`src/core/dcc_map.vh`:
```
`ifndef DCC_MAP_VH
`define DCC_MAP_VH

// Register word index inside a channel window (byte address = 4 * index)
`define DCC_RG_CTRL        4'h0
`define DCC_RG_PARAM       4'h1
`define DCC_RG_SRC         4'h2
`define DCC_RG_DST         4'h3
`define DCC_RG_ECNT        4'h4
`define DCC_RG_FCNT        4'h5
`define DCC_RG_EIDX        4'h6
`define DCC_RG_FIDX        4'h7
`define DCC_RG_STAT        4'h8
`define DCC_RG_WSRC        4'h9
`define DCC_RG_WDST        4'hA
`define DCC_RG_WCNT        4'hB
`define DCC_RG_LAST        4'hB
// Channel windows are 64 bytes apart; window 6 holds the global register
`define DCC_NUM_CH         6
`define DCC_GLOBAL_WIN     3'h6
`define DCC_RG_GLOBAL      4'h0

// Channel control register fields
`define DCC_CTL_DMODE_HI   15
`define DCC_CTL_DMODE_LO   14
`define DCC_CTL_SMODE_HI   13
`define DCC_CTL_SMODE_LO   12
`define DCC_CTL_DONE       11
`define DCC_CTL_RSVD       10
`define DCC_CTL_REPEAT     9
`define DCC_CTL_AUTO       8
`define DCC_CTL_EN         7
`define DCC_CTL_CHANNEL_PRIORITY_LEVEL       6
`define DCC_CTL_FRAME      5
`define DCC_CTL_SYNC_HI    4
`define DCC_CTL_SYNC_LO    0
`define DCC_CTL_RESET      16'h0000
`define DCC_CTL_WMASK      16'hFBFF

// Parameter register fields
`define DCC_PAR_SIZE_HI    1
`define DCC_PAR_SIZE_LO    0
`define DCC_PAR_SRC_RAM    2
`define DCC_PAR_DST_RAM    3
`define DCC_PAR_RESET      4'h0

// Global register fields
`define DCC_GBL_HPRIO      0
`define DCC_GBL_EXCL       1
`define DCC_GBL_RESET      2'h0

// Address update modes
`define DCC_AM_CONST       2'h0
`define DCC_AM_POSTINC     2'h1
`define DCC_AM_SINGLE      2'h2
`define DCC_AM_DOUBLE      2'h3

// Element sizes
`define DCC_SZ_8           2'h0
`define DCC_SZ_16          2'h1
`define DCC_SZ_32          2'h2
`define DCC_STEP_8         16'h0001
`define DCC_STEP_16        16'h0002
`define DCC_STEP_32        16'h0004

`define DCC_SYNC_NONE      5'h00

`endif

```
`src/core/dcc_addr_step.v`:
```
`timescale 1ns/10ps
`default_nettype none
`include "dcc_map.vh"

module dcc_addr_step (
	input  wire [1:0]  mode,
	input  wire [1:0]  size,
	input  wire [15:0] addr,
	input  wire [15:0] elem_idx,
	input  wire [15:0] frame_idx,
	input  wire        last_elem,
	output reg  [15:0] next_addr
);

	reg [15:0] step;

	always @* begin
		case (size)
			`DCC_SZ_8:  step = `DCC_STEP_8;
			`DCC_SZ_16: step = `DCC_STEP_16;
			default:    step = `DCC_STEP_32;
		endcase
	end

	// Indices wrap modulo 2^16, so negative indices work as two's complement
	always @* begin
		case (mode)
			`DCC_AM_CONST:   next_addr = addr;
			`DCC_AM_POSTINC: next_addr = addr + step;
			`DCC_AM_SINGLE:  next_addr = addr + elem_idx;
			`DCC_AM_DOUBLE: begin
				if (last_elem) begin
					next_addr = addr + frame_idx;
				end else begin
					next_addr = addr + elem_idx;
				end
			end
			default:         next_addr = addr;
		endcase
	end

endmodule // dcc_addr_step

`default_nettype wire

```
`src/core/dcc_channel_control.v`:
```
// What this block does
// Destination mode 00 const, 01 post-increment, 10 single, 11 double index.
// Source address has its own mode field with the same four encodings.
// Post-increment adds element size: 1, 2 or 4 bytes.
// Single index adds the element index after every element.
// Double index adds element index inside frame, frame index after last.
// On auto reload, configuration set is copied into working set.
// Reload needs setup-done flag unless repeat bit is set.
// Software clears repeat, clears setup-done, programs, then sets setup-done.
// Software always writes zero to the reserved control bit.
// Without auto reload the channel stops at the end of the block.
// With auto reload a new block starts when the current one completes.
// Without auto reload, hardware clears enable when a block completes.
// Clearing enable aborts the active transfer; disabled channels get no service.
// Hardware clear of enable beats a simultaneous software write.
// An enabled channel is served at its next free slot.
// Six fixed-position channels, high priority served before low.
// Element trigger mode moves one element per trigger event.
// A five-bit field selects the trigger event of each channel.
// Host priority bit orders the host port; ignored at RAM under exclusivity.
// Frame trigger mode moves a whole frame per trigger event.
// Trigger select zero means no wait: run once enabled.
// Enabling an idle channel loads its working set from configuration.
`timescale 1ns/10ps
`default_nettype none
`include "dcc_map.vh"

module dcc_channel_control (
	input  wire        clock,
	input  wire        rst_b,
	input  wire        clk_en,
	input  wire        wb_cyc_i,
	input  wire        wb_stb_i,
	input  wire        wb_we_i,
	input  wire [31:0] wb_adr_i,
	input  wire [3:0]  wb_sel_i,
	input  wire [31:0] wb_dat_i,
	output reg  [31:0] wb_dat_o,
	output reg         wb_ack_o,
	output wire        xfer_valid,
	input  wire        xfer_ready,
	output reg  [2:0]  xfer_chan,
	output reg  [15:0] xfer_src_addr,
	output reg  [15:0] xfer_dst_addr,
	output reg  [1:0]  xfer_size,
	output reg         xfer_src_ram,
	output reg         xfer_dst_ram,
	input  wire [31:0] sync_evt,
	input  wire        host_req,
	output reg         host_grant
);

	localparam ST_IDLE = 1'b0;
	localparam ST_XFER = 1'b1;

	// Configuration set
	reg [15:0] ctl_ff   [0:5];
	reg [3:0]  par_ff   [0:5];
	reg [15:0] csrc_ff  [0:5];
	reg [15:0] cdst_ff  [0:5];
	reg [15:0] cecnt_ff [0:5];
	reg [15:0] cfcnt_ff [0:5];
	reg [15:0] ceidx_ff [0:5];
	reg [15:0] cfidx_ff [0:5];
	// Working set
	reg [15:0] wsrc_ff  [0:5];
	reg [15:0] wdst_ff  [0:5];
	reg [15:0] wecnt_ff [0:5];
	reg [15:0] wfcnt_ff [0:5];
	reg [15:0] weidx_ff [0:5];
	reg [15:0] wfidx_ff [0:5];
	reg [5:0]  act_ff;
	reg [5:0]  wait_ff;
	reg [5:0]  arm_ff;
	reg [1:0]  gbl_ff;
	reg        st_ff;
	reg [2:0]  cur_ff;

	// One loop index per process, so no variable has two driving processes
	integer i;
	integer c;
	integer p;

	function [15:0] dcc_merge;
		input [15:0] old;
		input [15:0] nw;
		input [1:0]  sel;
		begin
			dcc_merge = {sel[1] ? nw[15:8] : old[15:8], sel[0] ? nw[7:0] : old[7:0]};
		end
	endfunction

	// Bus decode
	wire [2:0] bus_ch    = wb_adr_i[8:6];
	wire [3:0] bus_rg    = wb_adr_i[5:2];
	wire       bus_hi_ok = (wb_adr_i[31:9] == 23'h00_0000);
	wire       bus_is_ch = bus_hi_ok && (bus_ch < `DCC_NUM_CH) && (bus_rg <= `DCC_RG_LAST);
	wire       bus_is_gb = bus_hi_ok && (bus_ch == `DCC_GLOBAL_WIN) && (bus_rg == `DCC_RG_GLOBAL);
	wire       bus_req   = wb_cyc_i && wb_stb_i;
	// Write lands on the edge where the master samples ack
	wire       bus_wr    = bus_req && wb_we_i && wb_ack_o;
	wire [15:0] wr_ctl   = dcc_merge(ctl_ff[bus_ch], wb_dat_i[15:0], wb_sel_i[1:0])
		& `DCC_CTL_WMASK;

	// Per-channel event decode
	reg  [5:0] sw_ctl_wr;
	reg  [5:0] en_rise;
	reg  [5:0] en_fall;
	reg  [5:0] fin;
	reg  [5:0] may_reload;
	reg  [5:0] reload;
	reg  [5:0] load;
	reg  [5:0] hw_clr;
	reg  [5:0] evt;
	reg  [5:0] elig;
	reg  [5:0] uses_ram;

	wire       done      = (st_ff == ST_XFER) && xfer_ready && ctl_ff[cur_ff][`DCC_CTL_EN];
	wire       abort     = (st_ff == ST_XFER) && !ctl_ff[cur_ff][`DCC_CTL_EN];
	wire       last_elem = (wecnt_ff[cur_ff] == 16'h0001);
	wire       blk_end   = last_elem && (wfcnt_ff[cur_ff] == 16'h0001);

	always @* begin
		for (c = 0; c < `DCC_NUM_CH; c = c + 1) begin
			sw_ctl_wr[c]  = bus_wr && bus_is_ch && (bus_ch == c) && (bus_rg == `DCC_RG_CTRL);
			en_rise[c]    = sw_ctl_wr[c] && wr_ctl[`DCC_CTL_EN] && !act_ff[c];
			en_fall[c]    = sw_ctl_wr[c] && !wr_ctl[`DCC_CTL_EN];
			fin[c]        = done && (cur_ff == c) && blk_end;
			may_reload[c] = ctl_ff[c][`DCC_CTL_AUTO]
				&& (ctl_ff[c][`DCC_CTL_REPEAT] || ctl_ff[c][`DCC_CTL_DONE]);
			reload[c]     = may_reload[c] && (fin[c]
				|| (wait_ff[c] && ctl_ff[c][`DCC_CTL_EN] && !sw_ctl_wr[c]));
			load[c]       = en_rise[c] || reload[c];
			// Auto reload off at block end, or dropped while waiting: stop
			hw_clr[c]     = (fin[c] || wait_ff[c]) && !ctl_ff[c][`DCC_CTL_AUTO];
			evt[c]        = (ctl_ff[c][`DCC_CTL_SYNC_HI:`DCC_CTL_SYNC_LO] != `DCC_SYNC_NONE)
				&& sync_evt[ctl_ff[c][`DCC_CTL_SYNC_HI:`DCC_CTL_SYNC_LO]];
			uses_ram[c]   = par_ff[c][`DCC_PAR_SRC_RAM] || par_ff[c][`DCC_PAR_DST_RAM];
			elig[c]       = ctl_ff[c][`DCC_CTL_EN] && act_ff[c] && !wait_ff[c]
				&& ((ctl_ff[c][`DCC_CTL_SYNC_HI:`DCC_CTL_SYNC_LO] == `DCC_SYNC_NONE)
				|| arm_ff[c])
				&& !(gbl_ff[`DCC_GBL_EXCL] && uses_ram[c]);
		end
	end

	// Fixed position chain: lowest index wins inside a priority level
	reg [2:0] pick;
	reg       any_hi;
	reg       any;

	always @* begin
		pick   = 3'h0;
		any_hi = 1'b0;
		any    = |elig;
		for (p = `DCC_NUM_CH - 1; p >= 0; p = p - 1) begin
			if (elig[p] && ctl_ff[p][`DCC_CTL_CHANNEL_PRIORITY_LEVEL]) begin
				any_hi = 1'b1;
			end
		end
		for (p = `DCC_NUM_CH - 1; p >= 0; p = p - 1) begin
			if (elig[p] && (ctl_ff[p][`DCC_CTL_CHANNEL_PRIORITY_LEVEL] == any_hi)) begin
				pick = p[2:0];
			end
		end
	end

	// Host wins the slot when it is high priority or no channel is ready
	wire host_win = host_req && (gbl_ff[`DCC_GBL_HPRIO] || !any);

	// Address steppers for the channel in service
	wire [15:0] nxt_src;
	wire [15:0] nxt_dst;

	dcc_addr_step u_src_step (
		.mode      (ctl_ff[cur_ff][`DCC_CTL_SMODE_HI:`DCC_CTL_SMODE_LO]),
		.size      (par_ff[cur_ff][`DCC_PAR_SIZE_HI:`DCC_PAR_SIZE_LO]),
		.addr      (wsrc_ff[cur_ff]),
		.elem_idx  (weidx_ff[cur_ff]),
		.frame_idx (wfidx_ff[cur_ff]),
		.last_elem (last_elem),
		.next_addr (nxt_src)
	);

	dcc_addr_step u_dst_step (
		.mode      (ctl_ff[cur_ff][`DCC_CTL_DMODE_HI:`DCC_CTL_DMODE_LO]),
		.size      (par_ff[cur_ff][`DCC_PAR_SIZE_HI:`DCC_PAR_SIZE_LO]),
		.addr      (wdst_ff[cur_ff]),
		.elem_idx  (weidx_ff[cur_ff]),
		.frame_idx (wfidx_ff[cur_ff]),
		.last_elem (last_elem),
		.next_addr (nxt_dst)
	);

	// Channel register file and working state
	always @(posedge clock or negedge rst_b) begin
		if (!rst_b) begin
			for (i = 0; i < `DCC_NUM_CH; i = i + 1) begin
				ctl_ff[i]   <= `DCC_CTL_RESET;
				par_ff[i]   <= `DCC_PAR_RESET;
				csrc_ff[i]  <= 16'h0000;
				cdst_ff[i]  <= 16'h0000;
				cecnt_ff[i] <= 16'h0000;
				cfcnt_ff[i] <= 16'h0000;
				ceidx_ff[i] <= 16'h0000;
				cfidx_ff[i] <= 16'h0000;
				wsrc_ff[i]  <= 16'h0000;
				wdst_ff[i]  <= 16'h0000;
				wecnt_ff[i] <= 16'h0000;
				wfcnt_ff[i] <= 16'h0000;
				weidx_ff[i] <= 16'h0000;
				wfidx_ff[i] <= 16'h0000;
			end
			act_ff  <= 6'h00;
			wait_ff <= 6'h00;
			arm_ff  <= 6'h00;
			gbl_ff  <= `DCC_GBL_RESET;
		end else if (clk_en) begin
			if (bus_wr && bus_is_gb) begin
				gbl_ff <= wb_dat_i[1:0];
			end
			for (i = 0; i < `DCC_NUM_CH; i = i + 1) begin
				if (bus_wr && bus_is_ch && (bus_ch == i)) begin
					case (bus_rg)
						`DCC_RG_CTRL:  ctl_ff[i]   <= wr_ctl;
						`DCC_RG_PARAM: par_ff[i]   <= wb_dat_i[3:0];
						`DCC_RG_SRC:   csrc_ff[i]  <= dcc_merge(csrc_ff[i], wb_dat_i[15:0], wb_sel_i[1:0]);
						`DCC_RG_DST:   cdst_ff[i]  <= dcc_merge(cdst_ff[i], wb_dat_i[15:0], wb_sel_i[1:0]);
						`DCC_RG_ECNT:  cecnt_ff[i] <= dcc_merge(cecnt_ff[i], wb_dat_i[15:0], wb_sel_i[1:0]);
						`DCC_RG_FCNT:  cfcnt_ff[i] <= dcc_merge(cfcnt_ff[i], wb_dat_i[15:0], wb_sel_i[1:0]);
						`DCC_RG_EIDX:  ceidx_ff[i] <= dcc_merge(ceidx_ff[i], wb_dat_i[15:0], wb_sel_i[1:0]);
						`DCC_RG_FIDX:  cfidx_ff[i] <= dcc_merge(cfidx_ff[i], wb_dat_i[15:0], wb_sel_i[1:0]);
						default: ;
					endcase
				end
				// Element bookkeeping for the channel in service
				if (done && (cur_ff == i)) begin
					wsrc_ff[i] <= nxt_src;
					wdst_ff[i] <= nxt_dst;
					if (last_elem) begin
						wecnt_ff[i] <= cecnt_ff[i];
						wfcnt_ff[i] <= wfcnt_ff[i] - 16'h0001;
					end else begin
						wecnt_ff[i] <= wecnt_ff[i] - 16'h0001;
					end
				end
				if (fin[i]) begin
					act_ff[i]  <= 1'b0;
					wait_ff[i] <= ctl_ff[i][`DCC_CTL_AUTO];
				end
				if (hw_clr[i]) begin
					wait_ff[i] <= 1'b0;
				end
				if (load[i]) begin
					wsrc_ff[i]  <= csrc_ff[i];
					wdst_ff[i]  <= cdst_ff[i];
					wecnt_ff[i] <= cecnt_ff[i];
					wfcnt_ff[i] <= cfcnt_ff[i];
					weidx_ff[i] <= ceidx_ff[i];
					wfidx_ff[i] <= cfidx_ff[i];
					act_ff[i]   <= 1'b1;
					wait_ff[i]  <= 1'b0;
				end
				if (en_fall[i]) begin
					act_ff[i]  <= 1'b0;
					wait_ff[i] <= 1'b0;
				end
				// Hardware clear is applied last so it overrides a software write
				if (hw_clr[i]) begin
					ctl_ff[i][`DCC_CTL_EN] <= 1'b0;
				end
				// A trigger arriving with the clear still arms the channel
				if (done && (cur_ff == i)
					&& (!ctl_ff[i][`DCC_CTL_FRAME] || last_elem)) begin
					arm_ff[i] <= evt[i];
				end else if (evt[i]) begin
					arm_ff[i] <= 1'b1;
				end
			end
		end
	end

	assign xfer_valid = (st_ff == ST_XFER) && ctl_ff[cur_ff][`DCC_CTL_EN];

	// Service engine: one element per slot, re-arbitrated each element
	always @(posedge clock or negedge rst_b) begin
		if (!rst_b) begin
			st_ff         <= ST_IDLE;
			cur_ff        <= 3'h0;
			host_grant    <= 1'b0;
			xfer_chan     <= 3'h0;
			xfer_src_addr <= 16'h0000;
			xfer_dst_addr <= 16'h0000;
			xfer_size     <= 2'h0;
			xfer_src_ram  <= 1'b0;
			xfer_dst_ram  <= 1'b0;
		end else if (clk_en) begin
			case (st_ff)
				ST_IDLE: begin
					host_grant <= host_win;
					if (!host_win && any) begin
						st_ff         <= ST_XFER;
						cur_ff        <= pick;
						xfer_chan     <= pick;
						xfer_src_addr <= wsrc_ff[pick];
						xfer_dst_addr <= wdst_ff[pick];
						xfer_size     <= par_ff[pick][`DCC_PAR_SIZE_HI:`DCC_PAR_SIZE_LO];
						xfer_src_ram  <= par_ff[pick][`DCC_PAR_SRC_RAM];
						xfer_dst_ram  <= par_ff[pick][`DCC_PAR_DST_RAM];
					end
				end
				ST_XFER: begin
					host_grant <= 1'b0;
					if (done || abort) begin
						st_ff <= ST_IDLE;
					end
				end
				default: begin
					st_ff      <= ST_IDLE;
					host_grant <= 1'b0;
				end
			endcase
		end
	end

	// Wishbone slave: ack one cycle after the request, dropped the next cycle
	reg [31:0] rd_data;

	always @* begin
		rd_data = 32'h0000_0000;
		if (bus_is_gb) begin
			rd_data = {30'h0000_0000, gbl_ff};
		end else if (bus_is_ch) begin
			case (bus_rg)
				`DCC_RG_CTRL:  rd_data = {16'h0000, ctl_ff[bus_ch]};
				`DCC_RG_PARAM: rd_data = {28'h000_0000, par_ff[bus_ch]};
				`DCC_RG_SRC:   rd_data = {16'h0000, csrc_ff[bus_ch]};
				`DCC_RG_DST:   rd_data = {16'h0000, cdst_ff[bus_ch]};
				`DCC_RG_ECNT:  rd_data = {16'h0000, cecnt_ff[bus_ch]};
				`DCC_RG_FCNT:  rd_data = {16'h0000, cfcnt_ff[bus_ch]};
				`DCC_RG_EIDX:  rd_data = {16'h0000, ceidx_ff[bus_ch]};
				`DCC_RG_FIDX:  rd_data = {16'h0000, cfidx_ff[bus_ch]};
				`DCC_RG_STAT:  rd_data = {29'h0000_0000, arm_ff[bus_ch], wait_ff[bus_ch],
					act_ff[bus_ch]};
				`DCC_RG_WSRC:  rd_data = {16'h0000, wsrc_ff[bus_ch]};
				`DCC_RG_WDST:  rd_data = {16'h0000, wdst_ff[bus_ch]};
				`DCC_RG_WCNT:  rd_data = {wfcnt_ff[bus_ch], wecnt_ff[bus_ch]};
				default:       rd_data = 32'h0000_0000;
			endcase
		end
	end

	always @(posedge clock or negedge rst_b) begin
		if (!rst_b) begin
			wb_ack_o <= 1'b0;
			wb_dat_o <= 32'h0000_0000;
		end else if (clk_en) begin
			wb_ack_o <= bus_req && !wb_ack_o;
			if (bus_req && !wb_ack_o) begin
				wb_dat_o <= rd_data;
			end
		end
	end

endmodule // dcc_channel_control

`default_nettype wire

```
`config.mk`:
```
export PLATFORM = sky130hd
export DESIGN_NAME = dcc_channel_control
export DESIGN_NICKNAME = d
export VERILOG_FILES = /design/src/core/dcc_addr_step.v /design/src/core/dcc_channel_control.v
export VERILOG_INCLUDE_DIRS = /design/src /design/src/core
export SDC_FILE = /design/constraint.sdc
export NUM_CORES = 2
export LEC_CHECK = 0
export BUFFER_PORTS_ARGS = -buffer_cell sky130_fd_sc_hd__buf_4
export CELL_PAD_IN_SITES_DETAIL_PLACEMENT = 0
export CELL_PAD_IN_SITES_GLOBAL_PLACEMENT = 1
export CORE_MARGIN = 5
export CORE_UTILIZATION = 48
export CTS_BUF_LIST = sky130_fd_sc_hd__clkbuf_4
export CTS_CLUSTER_DIAMETER = 80
export CTS_CLUSTER_SIZE = 10
export DETAILED_ROUTE_END_ITERATION = 8
export GPL_ROUTABILITY_DRIVEN = 0
export PLACE_DENSITY = 0.77
export SYNTH_ARGS = -nofsm -noshare
export SYNTH_HDL_FRONTEND = slang
export SYNTH_SLANG_ARGS = --single-unit
```
`constraint.sdc`:
```
create_clock -name clock -period 5.7 [get_ports clock]
set_clock_uncertainty 0.15 [all_clocks]
set_input_delay 0.285 -clock clock [delete_from_list [all_inputs] [get_ports clock]]
set_output_delay 0.285 -clock clock [all_outputs]
set_load 0.05 [all_outputs]
```
==> results.md <==
- Final WL: 320800 um
- Critical-path maximum fanout: 13
- Die span in x: 413.6 um
- Critical Path Max Stage Delay: 0.93 ns
- CTS Buffer Depth: 3
- PortBufs: 161
- M1 wire length: 120500 um
- Mapped Area: 78180 sq um
- Finish-stage setup viols: 0
- Seq/Total Area, Yosys: 0.4353
- Max-slew headroom: 0.1050
- Die height: 413.6 um
- Met3 WL: 40140 um
- Worst reg2reg setup slack: 0.36 ns
- CP bufs+invs: 5
- Starting Density: 0.4814
- Setup WS post-layout: 0.3031 ns
- Min Clock Period, post-route: 5.397 ns
- Power consumption: 16.29 mW
- Synth unique cells: 98
- Most used cell, CP: dlygate4sd3_1
- CTS clk-pin slew, worst paths: 0.14 ns
- Starting DRT DRC Count: 8934
- Synth Area per Inst: 10.69 sq um
- Crit-path cells: dlygate4sd3_1 > buf_4 > nor4_1 > dlygate4sd3_1 > nand2_1 > dlygate4sd3_1 > or2_2 > dlygate4sd3_1 > a221oi_1 > nand3_1 > or2_2 > nor3_2 > mux2_2
- Largest net degree at the start of global routing: 170
- Core box area: 162400 sq um
- P&R area growth vs syn: 9.081%
- Arr. time, crit path: 6.43 ns
- Critical path class: input port to flop
- Worst vdd ir: 0.0002389 V
- Pre-CTS WS: 0.5214 ns
- Net count after synthesis: 7503
- Unrepaired setup endpoints after global routing: no
- Setup TNS: 0 ns
- Fin crit share: 0.9468
- Die area: 171000 sq um
- Grt total ovfl: 0
- Number of synthesized flops with an enable pin: 0
- Final Hold Fails: 0
- Post-CTS Setup Bufs: 0
- Fraction of registers with async set/reset: 1.000
- Outcome: finished, final reports clean
- Root buffer cell: clkbuf_4
- Synth warn: 0
- Worst skew pair latency: 1.38 ns
- GRT Total Usage: 0.3708
- Max-Cap Viols: 0
- First-pass GRT wire length: 461800 um
- Drc violations: 0
- Ys flop type: dfrtp_1
- Hold/Removal Path Class: input port to flop
- FILL cells: 14450
- FP Rows: 148
- Share of layout cells above drive strength 1: 0.2595
- Top post-synthesis cells by count: dfrtp_1 (1360), mux2_2 (887), nand2_1 (569)
- DP HPWL: 220200 um
- H-tree depth: 4
- Area leader, netlist: dfrtp_1
- IO Count: 182
- Slew @ Worst Pin: 1.332 ns
- Crit end category: flop
- Nets: 7688
- DR vias: 67150
- CTS tree: done
- Initial antenna violation count: 23
- Mapped Cells: 7311
- CTS buffer count: 154
- Highest Clock Rate: 0.1853 GHz
- Highest metal used: met5
- Clock Sinks: 1360
- Crit path max-delay family: simple AND/OR/NAND/NOR gates
- Top-count cell post-synth: dfrtp_1
- Final ANT Viol Nets: 0
- Yosys top cell area share: 0.4353
- Number of detailed-route iterations in the first pass: 9
- Crit path required time: 6.73 ns
- Highest-delay cell along the critical path: nor3_2
- Max-slew violations: 0
- Vias/cell: 6.909
- Vias in the first global route: 65570
- PD cells: 191.0 nW/um^2
- #FFs+latches synth: 1360
- DR WL/cell: 33.01 um
- Startpoint Class: input port
- Met2 routed WL: 135200 um
- Leakage: 37.60 nW
- Synth area leaders: dfrtp_1 (44%), mux2_2 (13%), mux4_2 (8.6%)
==> cell families after synthesis <==
logic type / count (synthesis) / share of synthesized area
simple gates: 1792 / 0.1055
fa+ha+maj: 84 / 0.01402
flops: 1360 / 0.4353
compound gates: 1861 / 0.1491
mux: 1501 / 0.2548
buf+inv: 659 / 0.03524
xor+xnor: 54 / 0.006050
==> registers in the layout, summed over array words and instances (netlist names), 32 cells and up <==
signal / count
cecnt_ff: 96
wdst_ff: 96
wecnt_ff: 96
ctl_ff: 90
csrc_ff: 96
weidx_ff: 96
cfcnt_ff: 96
wfcnt_ff: 96
wfidx_ff: 96
ceidx_ff: 96
cfidx_ff: 96
wsrc_ff: 96
wb_dat_o: 32
cdst_ff: 96
==> cell type report <==
class | count | area (sq um) | share of cell area
sequential | 1360 | 34040 | 0.3992
timing repair buffer | 568 | 4985 | 0.05845
antenna | 27 | 67.56 | 0.0007923
clock buffer | 160 | 1201 | 0.01408
inverter | 120 | 457.9 | 0.005370
multi-input combinational | 5292 | 41620 | 0.4880
tap | 2175 | 2721 | 0.03191
clock inverter | 18 | 185.2 | 0.002171
==> worst paths after layout <==
path,start,endpoint,cells after the start
max in group asynchronous,rst_b,ctl_ff[47]$_DFFE_PN0P_,6
worst max register to register,cur_ff[1]$_DFFE_PN0P_,wdst_ff[15]$_DFFE_PN0P_,18
min in group asynchronous,rst_b,cecnt_ff[50]$_DFFE_PN0P_,4
worst min register to register,ceidx_ff[82]$_DFFE_PN0P_,weidx_ff[82]$_DFFE_PN0P_,1
worst max-delay path,wb_adr_i[17],ceidx_ff[41]$_DFFE_PN0P_,13
worst min-delay path,wb_adr_i[28],ctl_ff[23]$_DFFE_PN0P_,8
==> metal layers <==
layer	vias up	GRT usage
met5	-	0.005172
met4	6	0.2320
met3	1103	0.1205
met2	4415	0.5352
met1	33890	0.4824
li1	27740	-
==> metrics by stage <==
stage | utilization | hold slack, ns | cells | area [sq um]
finish | 0.5251 | 0.04120 | 9720 | 85280
floorplan | - | -0.1606 | 7311 | 78210
global route | 0.5248 | 0.05710 | 9701 | 85230
CTS | 0.5247 | 0.0006571 | 9693 | 85210
detailed placement | 0.5110 | 0.1183 | 9433 | 82990
global placement | 0.5110 | 0.1157 | 9433 | 82990
==> what timing repair did <==
item | in CTS | in global routing
hold buffers | 82 | 0
hold endpoints to repair | 2027 | 0
gates resized for setup | 0 | 0
==> worst min-delay path, stage by stage <==
cell	delay, ns
buf_4	0.08
nor4_1	0.03
nand4_1	0.20
or4_1	0.16
buf_4	0.44
nor2_1	0.16
nand2_1	0.08
o2bb2ai_1	0.06
==> power by group <==
group | switching (mW) | internal (mW)
Sequential | 0.113 | 9.72
Clock | 3.47 | 1.45
Combinational | 1.08 | 0.451
==> cell usage in the layout, fill, tap and decap left out, types with 116 or more instances in the layout <==
| cell | n |
|---|---|
| a21oi_1 | 523 |
| a22oi_1 | 181 |
| buf_4 | 446 |
| clkbuf_4 | 160 |
| dfrtp_1 | 1357 |
| inv_1 | 116 |
| mux2_2 | 887 |
| mux2i_1 | 263 |
| mux4_2 | 297 |
| nand2_1 | 568 |
| nand3_1 | 121 |
| nor2_1 | 561 |
| nor3_1 | 166 |
| o21ai_0 | 487 |
Note: power is estimated with default switching activity, not from simulation.
